$ cat src/core/acq_status_consts.vh
// Constants for the acquisition status monitor: register byte addresses,
// field positions, widths and reset values.
// Assumes inclusion by bare name from files under core/ and bench/.
`ifndef ACQ_STATUS_CONSTS_VH
`define ACQ_STATUS_CONSTS_VH

// ***********************************
// Register byte addresses
// ***********************************
`define ADDR_CTRL 8'h00
`define ADDR_ACQ_STAT 8'h0c
`define ADDR_CAM_STAT 8'h10
`define ADDR_IO_LEVELS 8'h14
`define ADDR_TRIG_CTAB 8'h18
`define ADDR_DMA_BASE 8'h40
`define ADDR_LINES_LEFT 8'h4c
`define ADDR_VIDEO 8'h50
`define ADDR_DMA_PTR 8'h58

// ***********************************
// Field positions and widths
// ***********************************
`define CTRL_TSEL_LO 0
`define CTRL_TSEL_HI 1
`define CTRL_LSCAN 2
`define CTRL_LPF_LO 16
`define CTRL_LPF_HI 31
`define LPF_W 16
`define VADDR_W 16
`define FTALLY_W 3
`define TALLY_W 2
`define IO_W 3
`define VIDEO_W 8
`define TRIG_CTAB_STATE 20

// ***********************************
// Reset values and selector codes
// ***********************************
`define CTRL_RESET 32'h0000_0000
`define DMA_BASE_RESET 32'h0000_0000
`define TSEL_DIFF 2'h0
`define TSEL_TTL 2'h1
`define TSEL_OPTO 2'h2
`define ZERO32 32'h0000_0000

`endif

$ cat src/core/edge_tally.v
// One camera signal: two-flop synchroniser, edge pulses, 2-bit tally.
// Assumes the pin is asynchronous to clk_i and much slower than it.
`default_nettype none

module edge_tally (
	input wire clk_i,
	input wire rst_i,
	input wire sig_i,
	output reg level_o,
	output reg rise_o,
	output reg fall_o,
	output reg [1:0] tally_o
);

	reg meta;
	reg prev;

	// ***********************************
	// Synchroniser and edge finder
	// ***********************************
	// Only level_o reads meta, so the metastable stage feeds no logic
	always @(posedge clk_i) begin
		if (rst_i) begin
			meta <= 1'b0;
			level_o <= 1'b0;
			prev <= 1'b0;
			rise_o <= 1'b0;
			fall_o <= 1'b0;
			tally_o <= 2'h0;
		end else begin
			meta <= sig_i;
			level_o <= meta;
			prev <= level_o;
			rise_o <= level_o & ~prev;
			fall_o <= ~level_o & prev;
			// Tally wraps naturally; a frozen value means no edges arrive
			if (level_o & ~prev) begin
				tally_o <= tally_o + 2'h1;
			end
		end
	end

endmodule

`default_nettype wire

$ cat src/core/acquisition_status_monitor.v
// Acquisition status monitor: read-mostly status bank on classic Wishbone.
// Assumes camera, trigger, encoder and video pins are asynchronous to clk_i
// and that the camera pixel clock is far slower than clk_i (160 ns or more).
//
// Behaviour
// RULE1 - Vertical active flag high during active window
// RULE2 - Active window bounded by lines per frame
// RULE3 - Three-bit frame tally counts flag rises
// RULE4 - Two-bit pixel clock tally shows clock
// RULE5 - Two-bit line valid tally shows signal
// RULE6 - Two-bit frame valid tally shows signal
// RULE7 - Trigger and encoder levels always readable
// RULE8 - Selected trigger state follows source select
// RULE9 - Vertical table address counter readable
// RULE10 - Only two horizontal address bits readable
// RULE11 - Lines remaining until frame end readable
// RULE12 - Eight-bit video sample snapshot readable
// RULE13 - DMA target pointer readable, advances
// RULE14 - Every register is 32 bits wide
// RULE15 - Fields are contiguous, one to 32 bits
// RULE16 - Read-write fields return last written value
// RULE17 - Writes to read-only fields ignored
// RULE18 - Software ignores write-only field reads
// RULE19 - Camera tallies synchronised into bus clock
// RULE20 - Reset clears tallies; status read-only
`include "acq_status_consts.vh"
`default_nettype none

module acquisition_status_monitor (
	input wire clk_i,
	input wire rst_i,
	input wire wb_cyc_i,
	input wire wb_stb_i,
	input wire wb_we_i,
	input wire [7:0] wb_adr_i,
	input wire [3:0] wb_sel_i,
	input wire [31:0] wb_dat_i,
	output reg [31:0] wb_dat_o,
	output reg wb_ack_o,
	input wire camera_pixel_clock_i,
	input wire camera_line_valid_i,
	input wire camera_frame_valid_i,
	input wire [2:0] trigger_input_levels_i,
	input wire [2:0] encoder_input_levels_i,
	input wire [7:0] camera_video_i,
	output reg vertical_active_flag_o
);

	// ***********************************
	// Camera signal tallies
	// ***********************************
	wire [2:0] cam_raw;
	wire [2:0] cam_level;
	wire [2:0] cam_rise;
	wire [2:0] cam_fall;
	wire [5:0] cam_tally;
	genvar gi;

	// Index 0 pixel clock, 1 line valid, 2 frame valid
	assign cam_raw = {camera_frame_valid_i, camera_line_valid_i, camera_pixel_clock_i};

	// RULE4 RULE5 RULE6 RULE19 - synchronised edge tallies
	generate
		for (gi = 0; gi < 3; gi = gi + 1) begin : g_cam
			edge_tally u_tally (
				.clk_i(clk_i),
				.rst_i(rst_i),
				.sig_i(cam_raw[gi]),
				.level_o(cam_level[gi]),
				.rise_o(cam_rise[gi]),
				.fall_o(cam_fall[gi]),
				.tally_o(cam_tally[2*gi+1:2*gi])
			);
		end
	endgenerate

	// ***********************************
	// Static input synchronisers
	// ***********************************
	reg [2:0] trig_meta;
	reg [2:0] trig_level;
	reg [2:0] enc_meta;
	reg [2:0] enc_level;
	reg [7:0] video_meta;
	reg [7:0] video_level;

	// RULE7 - two flops before any reader
	always @(posedge clk_i) begin
		if (rst_i) begin
			trig_meta <= 3'h0;
			trig_level <= 3'h0;
			enc_meta <= 3'h0;
			enc_level <= 3'h0;
			video_meta <= 8'h00;
			video_level <= 8'h00;
		end else begin
			trig_meta <= trigger_input_levels_i;
			trig_level <= trig_meta;
			enc_meta <= encoder_input_levels_i;
			enc_level <= enc_meta;
			video_meta <= camera_video_i;
			video_level <= video_meta;
		end
	end

	// ***********************************
	// Software control registers
	// ***********************************
	reg [1:0] trigger_source_select;
	reg line_scan_mode;
	reg [15:0] lines_per_frame_setting;
	reg [31:0] dma_base;
	wire bus_req;
	wire bus_wr;

	assign bus_req = wb_cyc_i & wb_stb_i & ~wb_ack_o;
	// Writes land on the edge at which the master samples ack, never earlier
	assign bus_wr = wb_cyc_i & wb_stb_i & wb_we_i & wb_ack_o;

	// RULE16 - byte-lane writes to read-write fields
	always @(posedge clk_i) begin
		if (rst_i) begin
			trigger_source_select <= `TSEL_DIFF;
			line_scan_mode <= 1'b0;
			lines_per_frame_setting <= 16'h0000;
			dma_base <= `DMA_BASE_RESET;
		end else if (bus_wr) begin
			if (wb_adr_i == `ADDR_CTRL) begin
				if (wb_sel_i[0]) begin
					trigger_source_select <= wb_dat_i[`CTRL_TSEL_HI:`CTRL_TSEL_LO];
					line_scan_mode <= wb_dat_i[`CTRL_LSCAN];
				end
				if (wb_sel_i[2]) begin
					lines_per_frame_setting[7:0] <= wb_dat_i[23:16];
				end
				if (wb_sel_i[3]) begin
					lines_per_frame_setting[15:8] <= wb_dat_i[31:24];
				end
			end
			if (wb_adr_i == `ADDR_DMA_BASE) begin
				if (wb_sel_i[0]) begin
					dma_base[7:0] <= wb_dat_i[7:0];
				end
				if (wb_sel_i[1]) begin
					dma_base[15:8] <= wb_dat_i[15:8];
				end
				if (wb_sel_i[2]) begin
					dma_base[23:16] <= wb_dat_i[23:16];
				end
				if (wb_sel_i[3]) begin
					dma_base[31:24] <= wb_dat_i[31:24];
				end
			end
		end
	end

	// ***********************************
	// Selected trigger
	// ***********************************
	reg selected_trigger_state;

	// RULE8 - follow the routed input; code 3 routes nothing
	always @(posedge clk_i) begin
		if (rst_i) begin
			selected_trigger_state <= 1'b0;
		end else begin
			case (trigger_source_select)
				`TSEL_DIFF: selected_trigger_state <= trig_level[0];
				`TSEL_TTL: selected_trigger_state <= trig_level[1];
				`TSEL_OPTO: selected_trigger_state <= trig_level[2];
				default: selected_trigger_state <= 1'b0;
			endcase
		end
	end

	// ***********************************
	// Vertical window and control tables
	// ***********************************
	reg [15:0] vertical_table_address;
	reg [15:0] lines_remaining;
	reg [15:0] horizontal_table_address;
	reg [31:0] dma_target_pointer;
	reg [7:0] video_sample_snapshot;
	reg [2:0] frame_tally;
	reg active_prev;
	wire frame_start;
	wire pixel_step;

	// Line scan has no frame valid, so a new window opens at once
	assign frame_start = ~vertical_active_flag_o & (lines_per_frame_setting != 16'h0000) &
		(line_scan_mode | cam_rise[2]);
	assign pixel_step = vertical_active_flag_o & cam_level[1] & cam_rise[0];

	// RULE1 RULE2 - window opens on frame start, closes after lpf lines
	always @(posedge clk_i) begin
		if (rst_i) begin
			vertical_active_flag_o <= 1'b0;
			vertical_table_address <= 16'h0000;
			lines_remaining <= 16'h0000;
		end else if (frame_start) begin
			vertical_active_flag_o <= 1'b1;
			vertical_table_address <= 16'h0000;
			lines_remaining <= lines_per_frame_setting;
		end else if (vertical_active_flag_o & cam_fall[1]) begin
			// RULE9 RULE11 - count lines down to window end
			vertical_table_address <= vertical_table_address + 16'h0001;
			lines_remaining <= lines_remaining - 16'h0001;
			if (lines_remaining == 16'h0001) begin
				vertical_active_flag_o <= 1'b0;
			end
		end
	end

	// Horizontal address restarts each line; DMA pointer per pixel
	always @(posedge clk_i) begin
		if (rst_i) begin
			horizontal_table_address <= 16'h0000;
			dma_target_pointer <= `ZERO32;
		end else begin
			if (cam_rise[1]) begin
				horizontal_table_address <= 16'h0000;
			end else if (pixel_step) begin
				horizontal_table_address <= horizontal_table_address + 16'h0001;
			end
			// RULE13 - pointer reloads per frame, moves per pixel
			if (frame_start) begin
				dma_target_pointer <= dma_base;
			end else if (pixel_step) begin
				dma_target_pointer <= dma_target_pointer + 32'h0000_0001;
			end
		end
	end

	// Video data shares the pixel clock's sync delay, so it is stable here
	always @(posedge clk_i) begin
		if (rst_i) begin
			video_sample_snapshot <= 8'h00;
		end else if (cam_rise[0]) begin
			// RULE12 - capture the whole video byte
			video_sample_snapshot <= video_level;
		end
	end

	// RULE3 RULE20 - frame tally on flag rise, cleared by reset
	always @(posedge clk_i) begin
		if (rst_i) begin
			active_prev <= 1'b0;
			frame_tally <= 3'h0;
		end else begin
			active_prev <= vertical_active_flag_o;
			if (vertical_active_flag_o & ~active_prev) begin
				frame_tally <= frame_tally + 3'h1;
			end
		end
	end

	// ***********************************
	// Read multiplexer and acknowledge
	// ***********************************
	reg [31:0] next_rdata;

	// RULE14 RULE15 - 32-bit words, contiguous fields, spare bits zero
	always @* begin
		next_rdata = `ZERO32;
		case (wb_adr_i)
			`ADDR_CTRL: begin
				next_rdata[`CTRL_TSEL_HI:`CTRL_TSEL_LO] = trigger_source_select;
				next_rdata[`CTRL_LSCAN] = line_scan_mode;
				next_rdata[`CTRL_LPF_HI:`CTRL_LPF_LO] = lines_per_frame_setting;
			end
			`ADDR_ACQ_STAT: next_rdata[3:0] = {frame_tally, vertical_active_flag_o};
			`ADDR_CAM_STAT: next_rdata[5:0] = cam_tally;
			`ADDR_IO_LEVELS: next_rdata[6:0] = {enc_level, 1'b0, trig_level};
			`ADDR_TRIG_CTAB: begin
				next_rdata[15:0] = vertical_table_address;
				// RULE10 - only the low two address bits
				next_rdata[17:16] = horizontal_table_address[1:0];
				next_rdata[`TRIG_CTAB_STATE] = selected_trigger_state;
			end
			`ADDR_DMA_BASE: next_rdata = dma_base;
			`ADDR_LINES_LEFT: next_rdata[15:0] = lines_remaining;
			`ADDR_VIDEO: next_rdata[7:0] = video_sample_snapshot;
			`ADDR_DMA_PTR: next_rdata = dma_target_pointer;
			default: next_rdata = `ZERO32;
		endcase
	end

	// RULE17 - status addresses have no write path, so writes just ack
	always @(posedge clk_i) begin
		if (rst_i) begin
			wb_ack_o <= 1'b0;
			wb_dat_o <= `ZERO32;
		end else begin
			wb_ack_o <= bus_req;
			if (bus_req) begin
				wb_dat_o <= next_rdata;
			end
		end
	end

endmodule

`default_nettype wire

$ cat config.mk
export PLATFORM = sky130hd
export DESIGN_NAME = acquisition_status_monitor
export DESIGN_NICKNAME = d
export VERILOG_FILES = /design/src/core/edge_tally.v /design/src/core/acquisition_status_monitor.v
export VERILOG_INCLUDE_DIRS = /design/src /design/src/core
export SDC_FILE = /design/constraint.sdc
export NUM_CORES = 1
export LEC_CHECK = 0
export BUFFER_PORTS_ARGS = -buffer_cell sky130_fd_sc_hd__buf_2
export CAP_MARGIN = 20
export CORE_ASPECT_RATIO = 0.6
export CORE_UTILIZATION = 35
export DETAILED_ROUTE_END_ITERATION = 8
export MAX_ROUTING_LAYER = met4
export PLACE_DENSITY_LB_ADDON = 0.15
export RECOVER_POWER = 25
export SLEW_MARGIN = 20
export SYNTH_ARGS = -nofsm -noshare
export SYNTH_HDL_FRONTEND = slang
export SYNTH_SLANG_ARGS = --single-unit
$ cat constraint.sdc
create_clock -name clk_i -period 6 [get_ports clk_i]
set_clock_uncertainty 0.2 [all_clocks]
set_input_delay 0.9 -clock clk_i [delete_from_list [all_inputs] [get_ports clk_i]]
set_output_delay 0.9 -clock clk_i [all_outputs]
set_load 0.01 [all_outputs]
# Word-level counts from Yosys, hierarchy flattened
# Cells that the tools add are included.
# classes
addsub,8
n_eq_ne,11
mux,18
n_bitwise,22
n_reduce_logical,16
# op_table
op,count
$mux 32,2
$pmux 11 s3,1
$add 16x1->16 const B,2
$add 32x1->32 const B,1
$eq 8x7->1 const B,4
$mux 16,2
$pmux 8 s4,1
$pmux 3 s9,1
$eq 8x5->1 const B,3
$reduce_and 3->1,7
$eq 16x1->1 const B,1
$reduce_bool 16->1,1
$sub 16x1->16 const B,1
$and 1x1->1,14
$pmux 2 s7,1
$eq 8x4->1 const B,1
$logic_not 8->1,1
$pmux 2 s4,1
$not 1->1,7
$pmux 1 s7,1
$add 2x1->2 const B,3
$pmux 1 s6,1
$pmux 2 s3,1
$reduce_bool 2->1,3
other kinds (11),14
# totals
regBits,225
input_bits,66
out_inout_bits,34
wordCells,116

# Logic depth before layout (Yosys ltp)
# Gate-level depths: netlist of the first run.
# logic_depth
depth_word,5
depth_mapped,8
ltp_nobuf,7

# Cells and area by module
# Synthesis of the first run repeated with hierarchy kept, for this count alone.
# hier_totals
cells_unflattened,1020
area_unflattened_um2,9266.4
# modules_own_cells
module,instances,cells_per_inst,area_each_um2
acquisition_status_monitor,1,966,8628.3
edge_tally,3,18,212.7

# Least setup slack after synthesis of the first run
# Ideal clock, no wire load.
# synth_timing
path_kind,input -> register
startpoint,input port wb_adr_i[7]
endpoint,register lines_per_frame_setting[0]
t_arrival_ns,2.792
t_required_ns,5.672
path_slack_ns,2.881
cell_stages,5
path_buffers,0
path_cell_list,or4_1 -> nor4b_2 -> nand3_1 -> mux2i_1 -> nor2_1
# synth_between
elab_chain_len,2
# synth_lines
element,line,source
start: declaration,acquisition_status_monitor.v:35,"input wire [7:0] wb_adr_i,"
$logic_not 8->1,--,
$reduce_and 3->1 (no line),--,
end signal: assignment,acquisition_status_monitor.v:134,lines_per_frame_setting[7:0] <= wb_dat_i[23:16];
end: declaration,acquisition_status_monitor.v:111,reg [15:0] lines_per_frame_setting;
# No other way between the ends.
# A chain may end at the register's enable or synchronous reset.

==> results of run 1 <==
-- through the flow --
step	utilization, %	hold WS [ns]	std cells	setup WS (ns)	area, sq um
after global routing	41.9	0.234	1532	2.18	10700
after global placement	39.3	0.219	1496	2.19	10000
after floorplan	-	0.197	1098	2.88	9230
after CTS	41.9	0.230	1531	2.57	10700
final	41.9	0.230	1532	2.40	10700
after detailed placement	39.3	0.221	1496	2.07	10000
-- Yosys cell counts, types with 9 or more instances --
cell	number	area share, %
a21o_1	9	0.73
a21oi_1	98	5.3
a221oi_1	14	1.3
a22o_1	14	1.3
a22oi_1	21	1.7
a31oi_1	24	1.6
and3_1	17	1.2
clkbuf_1	65	2.6
dfxtp_1	211	46
mux2i_1	38	4.1
nand2_1	155	6.3
nand3_1	47	2.5
nand4_1	22	1.5
nor2_1	94	3.8
nor2b_1	46	3.1
nor3_1	22	1.2
nor4_1	14	0.95
o211ai_1	14	1.1
o21ai_0	38	2.1
or3_1	10	0.68
xnor2_1	12	1.1
xor2_1	14	1.3
-- state kept, by name, indices dropped and copies added (netlist names), 2 cells and up --
register                  count
lines_per_frame_setting      16
enc_level                     3
g_cam.u_tally.tally_o         6
enc_meta                      3
trig_meta                     3
video_meta                    8
dma_target_pointer           32
video_sample_snapshot         8
trigger_source_select         2
g_cam.u_tally.prev            3
g_cam.u_tally.meta            3
frame_tally                   3
wb_dat_o                     32
g_cam.u_tally.rise_o          3
g_cam.u_tally.level_o         3
vertical_table_address       16
video_level                   8
lines_remaining              16
trig_level                    3
horizontal_table_address      2
dma_base                     32
-- where the power goes --
group / switching [W] / internal [W]
combinational: 0.0000664 / 0.0000377
clock: 0.000563 / 0.000745
sequential: 0.00000778 / 0.00142
total: 0.000637 / 0.00220
-- per-layer routing --
layer	track usage (%)	wire, um
met5	-	0
met4	4.09	522
met3	5.07	2740
met2	28.7	11000
met1	36.8	16400
-- worst max-delay path, cell delays in order --
cell      delay, ns
buf_4          0.46
clkbuf_1       1.76
nor2_2         0.04
buf_4          0.31
nand2_1        0.11
o21ai_0        0.11
-- path summary, 6_finish.rpt --
kind	from	to	cells after the start
worst max register to register	vertical_active_flag_o	lines_remaining[14]	5
worst min-delay path	g_cam[1].u_tally.rise_o	horizontal_table_address[0]	1
worst max-delay path	rst_i	wb_dat_o[10]	6
worst min register to register	g_cam[1].u_tally.rise_o	horizontal_table_address[0]	1
-- final cells by class --
cell class	count	share of cell area, %
antenna	1	0.0234
clock buffer	28	5.62
clock inverter	7	0.596
inverter	8	0.280
multi-input combinational	809	44.2
sequential	211	39.4
tap	352	4.11
timing repair buffer	116	5.77
-- cells in the final DEF, fill, tap and decap left out, types with 14 or more instances in the layout --
cell type and instances:
a21oi_1 98, a221oi_1 14, a22o_1 14, a22oi_1 21, a31oi_1 24, and3_1 17, buf_2 95, buf_4 17
clkbuf_16 21, dfxtp_1 211, mux2i_1 38, nand2_1 155, nand3_1 47, nand4_1 22, nor2_1 93, nor2b_1 46
nor3_1 21, o211ai_1 14, o21ai_0 38, xor2_1 14
-- cell families (layout without fill, tap and decap cells) --
group / after synthesis / in the layout / share of synthesized area (%)
adders and majority gates: 5 / 5 / 0.678
buffers and inverters: 78 / 159 / 3.34
other: 0 / 1 / 0
xor gates and xnor gates: 26 / 26 / 2.47
and+or+nand+nor: 466 / 466 / 24.5
muxes: 39 / 39 / 4.24
AOI/OAI and AO/OA: 273 / 273 / 19.0
DFF: 211 / 211 / 45.8
==> summary.md, run 1 <==
| Metric | Value |
|---|---|
| Pwr Density | around 260 mW/mm^2 |
| CP startpoint kind | input port |
| WS Path Type | in2reg |
| Layout net count | between 1000 and 1500 |
| Post-Synthesis Cells | ~1100 |
| Final Power | 0.00284 W |
| Hold bufs inserted after CTS | 0 |
| Final Critical Period | 3.60 ns |
| TritonCTS clock tree | done |
| Initial core utilization | 36.1% |
| Endpoints failing hold | 0 |
| Register area | 0.00422 sq mm |
| FILL cells | 2596 |
| Clk slew on worst S/H paths | 0.07 ns |
| Max_cap viols | 1 |
| # rows | 45 |
| Max-slew headroom | -60.4% |
| Setup crit end kind | flip-flop |
| # port buffers | 99 |
| Ys async rst share | 0% |
| Clk buf depth | 3 |
| Min-Delay Path Class | reg2reg |
| Yosys reg bits | 211 |
| DR DRC count | 0 |
| Clock sink count | approximately 210 |
| Drt first-iter violations | 940 |
| Via count | 8460 |
| Total die area | ~0.027 sq mm |
| Unrepaired setup endpoints after global routing | false |
| Gr ovfl total | 0 |
| Fin crit share | 60.0% |
| Fraction of layout cells with a size suffix above 1 | a little over an eighth |
| Syn Area/Cell | 8.41 sq um |
| Postcts setup bufs | 0 |
| Die width | approximately 210 um |
| Pins over their slew limit | between 40 and 50 |
| Die Y | 128 um |
| Vias/cell | 5.52 |
| Cts bufs inserted | 21 |
| Failing checks | max-capacitance violations, max-slew violations |
| Pin slew with the least headroom to its limit | 2.41 ns |
| Mapped Area | 0.00923 sq mm |
| Pre-antenna DRT Iters | 6 |
| Post-synth top flop | dfxtp_1 |
| Max Fclk | 278 MHz |
| First-pass GRT wire length | 46.4 mm |
| Detailed Route WL | 30.7 mm |
| GPL Wtd Cong | 0.950 |
| Critical path peak fanout | 57 |
| Top Ports | 100 |
| Clock Latency Late Sink | 0.51 ns |
| WP data arrival | 3.74 ns |
| Status | finished, violations left |
| Root Driver | clkbuf_16 |
| Final setup fails | 0 |
| Post_cts resized | 0 |
| Gr usage total | a little under a quarter |
| CP required | 6.14 ns |
| Multi-input logic area | 0.00473 sq mm |
| Drt wl/cell | 20.0 um |
| Netlist cell types | 56 |
| Post-synth EDFFs | 0 |
| Vias in the first global route | roughly 7700 |
| CTS H-tree depth | 1 |
| Initial antenna violation count | 1 |
| TNS Setup | 0 ns |
| Antenna-violating nets left | 0 |
| Core ar. | 0.0256 sq mm |
| P_leak | approximately 4.0 nW |
| Yosys warns | 0 |
| Pin count of the biggest net entering global routing | 65 |
| Syn Nets | between 1000 and 1500 |
| Peak VDD IR | 0.210 mV |
| Area growth syn-to-layout | 16.1% |
| Final HPWL DP | 21.9 mm |
| Post-synthesis sequential area ratio | 45.8% |
| R2r setup slk | 2.82 ns |
No activity file was read; power rests on OpenSTA's default activity.
==> run 2, diff against run 1 <==
- clock period: 6 -> 3 ns (I/O delays scaled with it)
==> run 2 against run 1 <==
  * Register-to-register slack got worse by 2.8 ns
  * Final cell count is 5.7% higher
  * Sequential share of layout area down 2.8 points
  * Clock-buffer cell count is 3 higher
  * Clock power is 120% higher
  * Critical path type is now reg2reg
  * Worst setup slack worse by 2.4 ns
  * Largest cell class unchanged
  * Worst hold slack lost 0.0072 ns
  * The run still ends with max-capacitance violations, max-slew violations left
==> summary.md, run 2 (synthesis results as in run 1) <==
| Metric | Value |
|---|---|
| First-pass GRT wire length | roughly 49 mm |
| Unrepaired setup endpoints after global routing | false |
| WS Path Type | reg2reg |
| Layout net count | 1323 |
| Setup crit end kind | flip-flop |
| Reg power frac | 47.7% |
| # rows | 45 |
| Final setup fails | 0 |
| Pin slew with the least headroom to its limit | about 1.8 ns |
| Net Sw Power | 0.00134 W |
| TritonCTS clock tree | done |
| Drt first-iter violations | 820 |
| Max Fclk | 339 MHz |
| Net Sw Frac | 22.5% |
| Final Non-Filler Cells | 1620 |
| Status | finished, violations left |
| Pwr Density | 517 mW/mm^2 |
| Clock group share of total power | 47.8% |
| Final Power | approximately 0.0060 W |
| CP required | 3.14 ns |
| CP startpoint kind | flip-flop |
| Total die area | around 0.027 sq mm |
| Area growth syn-to-layout | 25.1% |
| Vias/cell | ~5.5 |
| Comb pwr share | 4.5% |
| P_leak | 4.36 nW |
| Final HPWL DP | approximately 23 mm |
| Root Driver | clkbuf_16 |
| Gr usage total | about a quarter |
| Postcts setup bufs | 0 |
| Gr ovfl total | 0 |
| FILL cells | 2609 |
| Pins over their slew limit | 110 |
| Core ar. | 0.0256 sq mm |
| Initial core utilization | 36.1% |
| # port buffers | approximately 100 |
| Pre-antenna DRT Iters | 5 |
| Clk slew on worst S/H paths | ~0.060 ns |
| Drt wl/cell | 19.6 um |
| Min-Delay Path Class | in2reg |
| Endpoints failing hold | 0 |
| TNS Setup | 0 ns |
| Internal power | 0.00463 W |
| Peak VDD IR | 0.374 mV |
| Fraction of layout cells with a size suffix above 1 | between 10% and 20% |
| Detailed Route WL | 31.7 mm |
| GPL Wtd Cong | approximately 0.95 |
| Max-slew headroom | -18.3% |
| Die Y | 128 um |
| Max_cap viols | 2 |
| Via count | 8917 |
| Commonest non-fill, non-tap cell in the layout | dfxtp_1 |
| Clock Latency Late Sink | 0.52 ns |
| CTS H-tree depth | 1 |
| Dpl cells | 1531 |
| WP data arrival | 3.09 ns |
| Biggest regs | dma_base (32), dma_target_pointer (32), wb_dat_o (32) |
| Antenna-violating nets left | 0 |
| Initial antenna violation count | 1 |
| Cts bufs inserted | 22 |
| Failing checks | max-capacitance violations, max-slew violations |
| WHS | 0.223 ns |
| Vias in the first global route | 8154 |
| Critical path peak fanout | 30 |
| Clk buf depth | 3 |
| Die width | roughly 210 um |
| Pin count of the biggest net entering global routing | between 70 and 80 |
| Final Critical Period | 2.95 ns |
| Fin crit share | 98.3% |
| DR DRC count | 0 |
| Top Ports | 100 |
| Most frequent cells in the layout | 211 x dfxtp_1, 155 x nand2_1, 98 x a21oi_1, 98 x buf_2, 93 x nor2_1 |
| Clock sink count | about 210 |
==> run 2: cell count changes in the layout (fill, tap and decap cells not counted), moves of 2 or more <==
cell,change
buf_2,+3
buf_4,+30
clkbuf_16,+2
clkbuf_2,+2
clkinv_2,-2
clkinvlp_4,+2
dlygate4sd3_1,+49
==> run 2: through the flow <==
step	utilization, %	area (sq um)	setup WS, ns
after floorplan	-	9230	0.331
after CTS	45.2	11600	0.199
final	45.2	11500	0.0501
after detailed placement	40.4	10300	0.212
after global routing	45.2	11500	0.0475
after global placement	40.4	10300	0.201
==> run 2: power by group through the flow <==
stage	Sequential, W	Combinational, W	Clock (W)
finish	0.00285	0.000266	0.00285
global route	0.00285	0.000288	0.00304
floorplan	0.00291	0.000112	0
global placement	0.00291	0.000217	0
CTS	0.00285	0.000268	0.00291
detailed placement	0.00291	0.000217	0
==> run 2: layer usage <==
layer | global-route usage, % | vias to the layer above | part of all wire, %
met5 | - | - | 0
met4 | 4.86 | 0 | 1.8
li1 | - | 4278 | -
met2 | 30.3 | 352 | 37
met3 | 5.49 | 29 | 9.2
met1 | 38.0 | 4258 | 52
==> run 2: final cells by class <==
cell class / instances / area, sq um / area share (%)
Inverter: 8 / 30.0 / 0.260
Antenna cell: 1 / 2.50 / 0.0217
Clock inverter: 8 / 98.8 / 0.856
Clock buffer: 31 / 646 / 5.59
Multi-Input combinational cell: 809 / 4730 / 40.9
Tap cell: 352 / 440 / 3.81
Timing Repair Buffer: 200 / 1380 / 11.9
Sequential cell: 211 / 4220 / 36.6
==> run 2: worst max-delay path: stages, from the launching register on <==
cell and delay [ns]:
dfxtp_1 0.43, nor4_1 0.65, nand4_1 0.52, and2_1 0.36, buf_4 0.25, a22oi_1 0.25, a21oi_1 0.09
==> run 2: what timing repair did <==
| item | CTS | global route |
|---|---|---|
| gates resized for setup | 0 | 1 |
| hold endpoints to repair | 66 | 0 |
| endpoints found under the setup margin | 0 | 13 |
| hold buffers | 49 | 0 |
==> run 2: path summary, 6_finish.rpt <==
kind	from	end	slack [ns]	cells after the start
hold reg to reg	g_cam[0].u_tally.meta	g_cam[0].u_tally.level_o	0.24	1
hold / removal	wb_sel_i[0]	line_scan_mode	0.22	4
setup reg to reg	lines_per_frame_setting[14]	lines_remaining[8]	0.05	6
setup / recovery	lines_per_frame_setting[14]	lines_remaining[8]	0.05	6
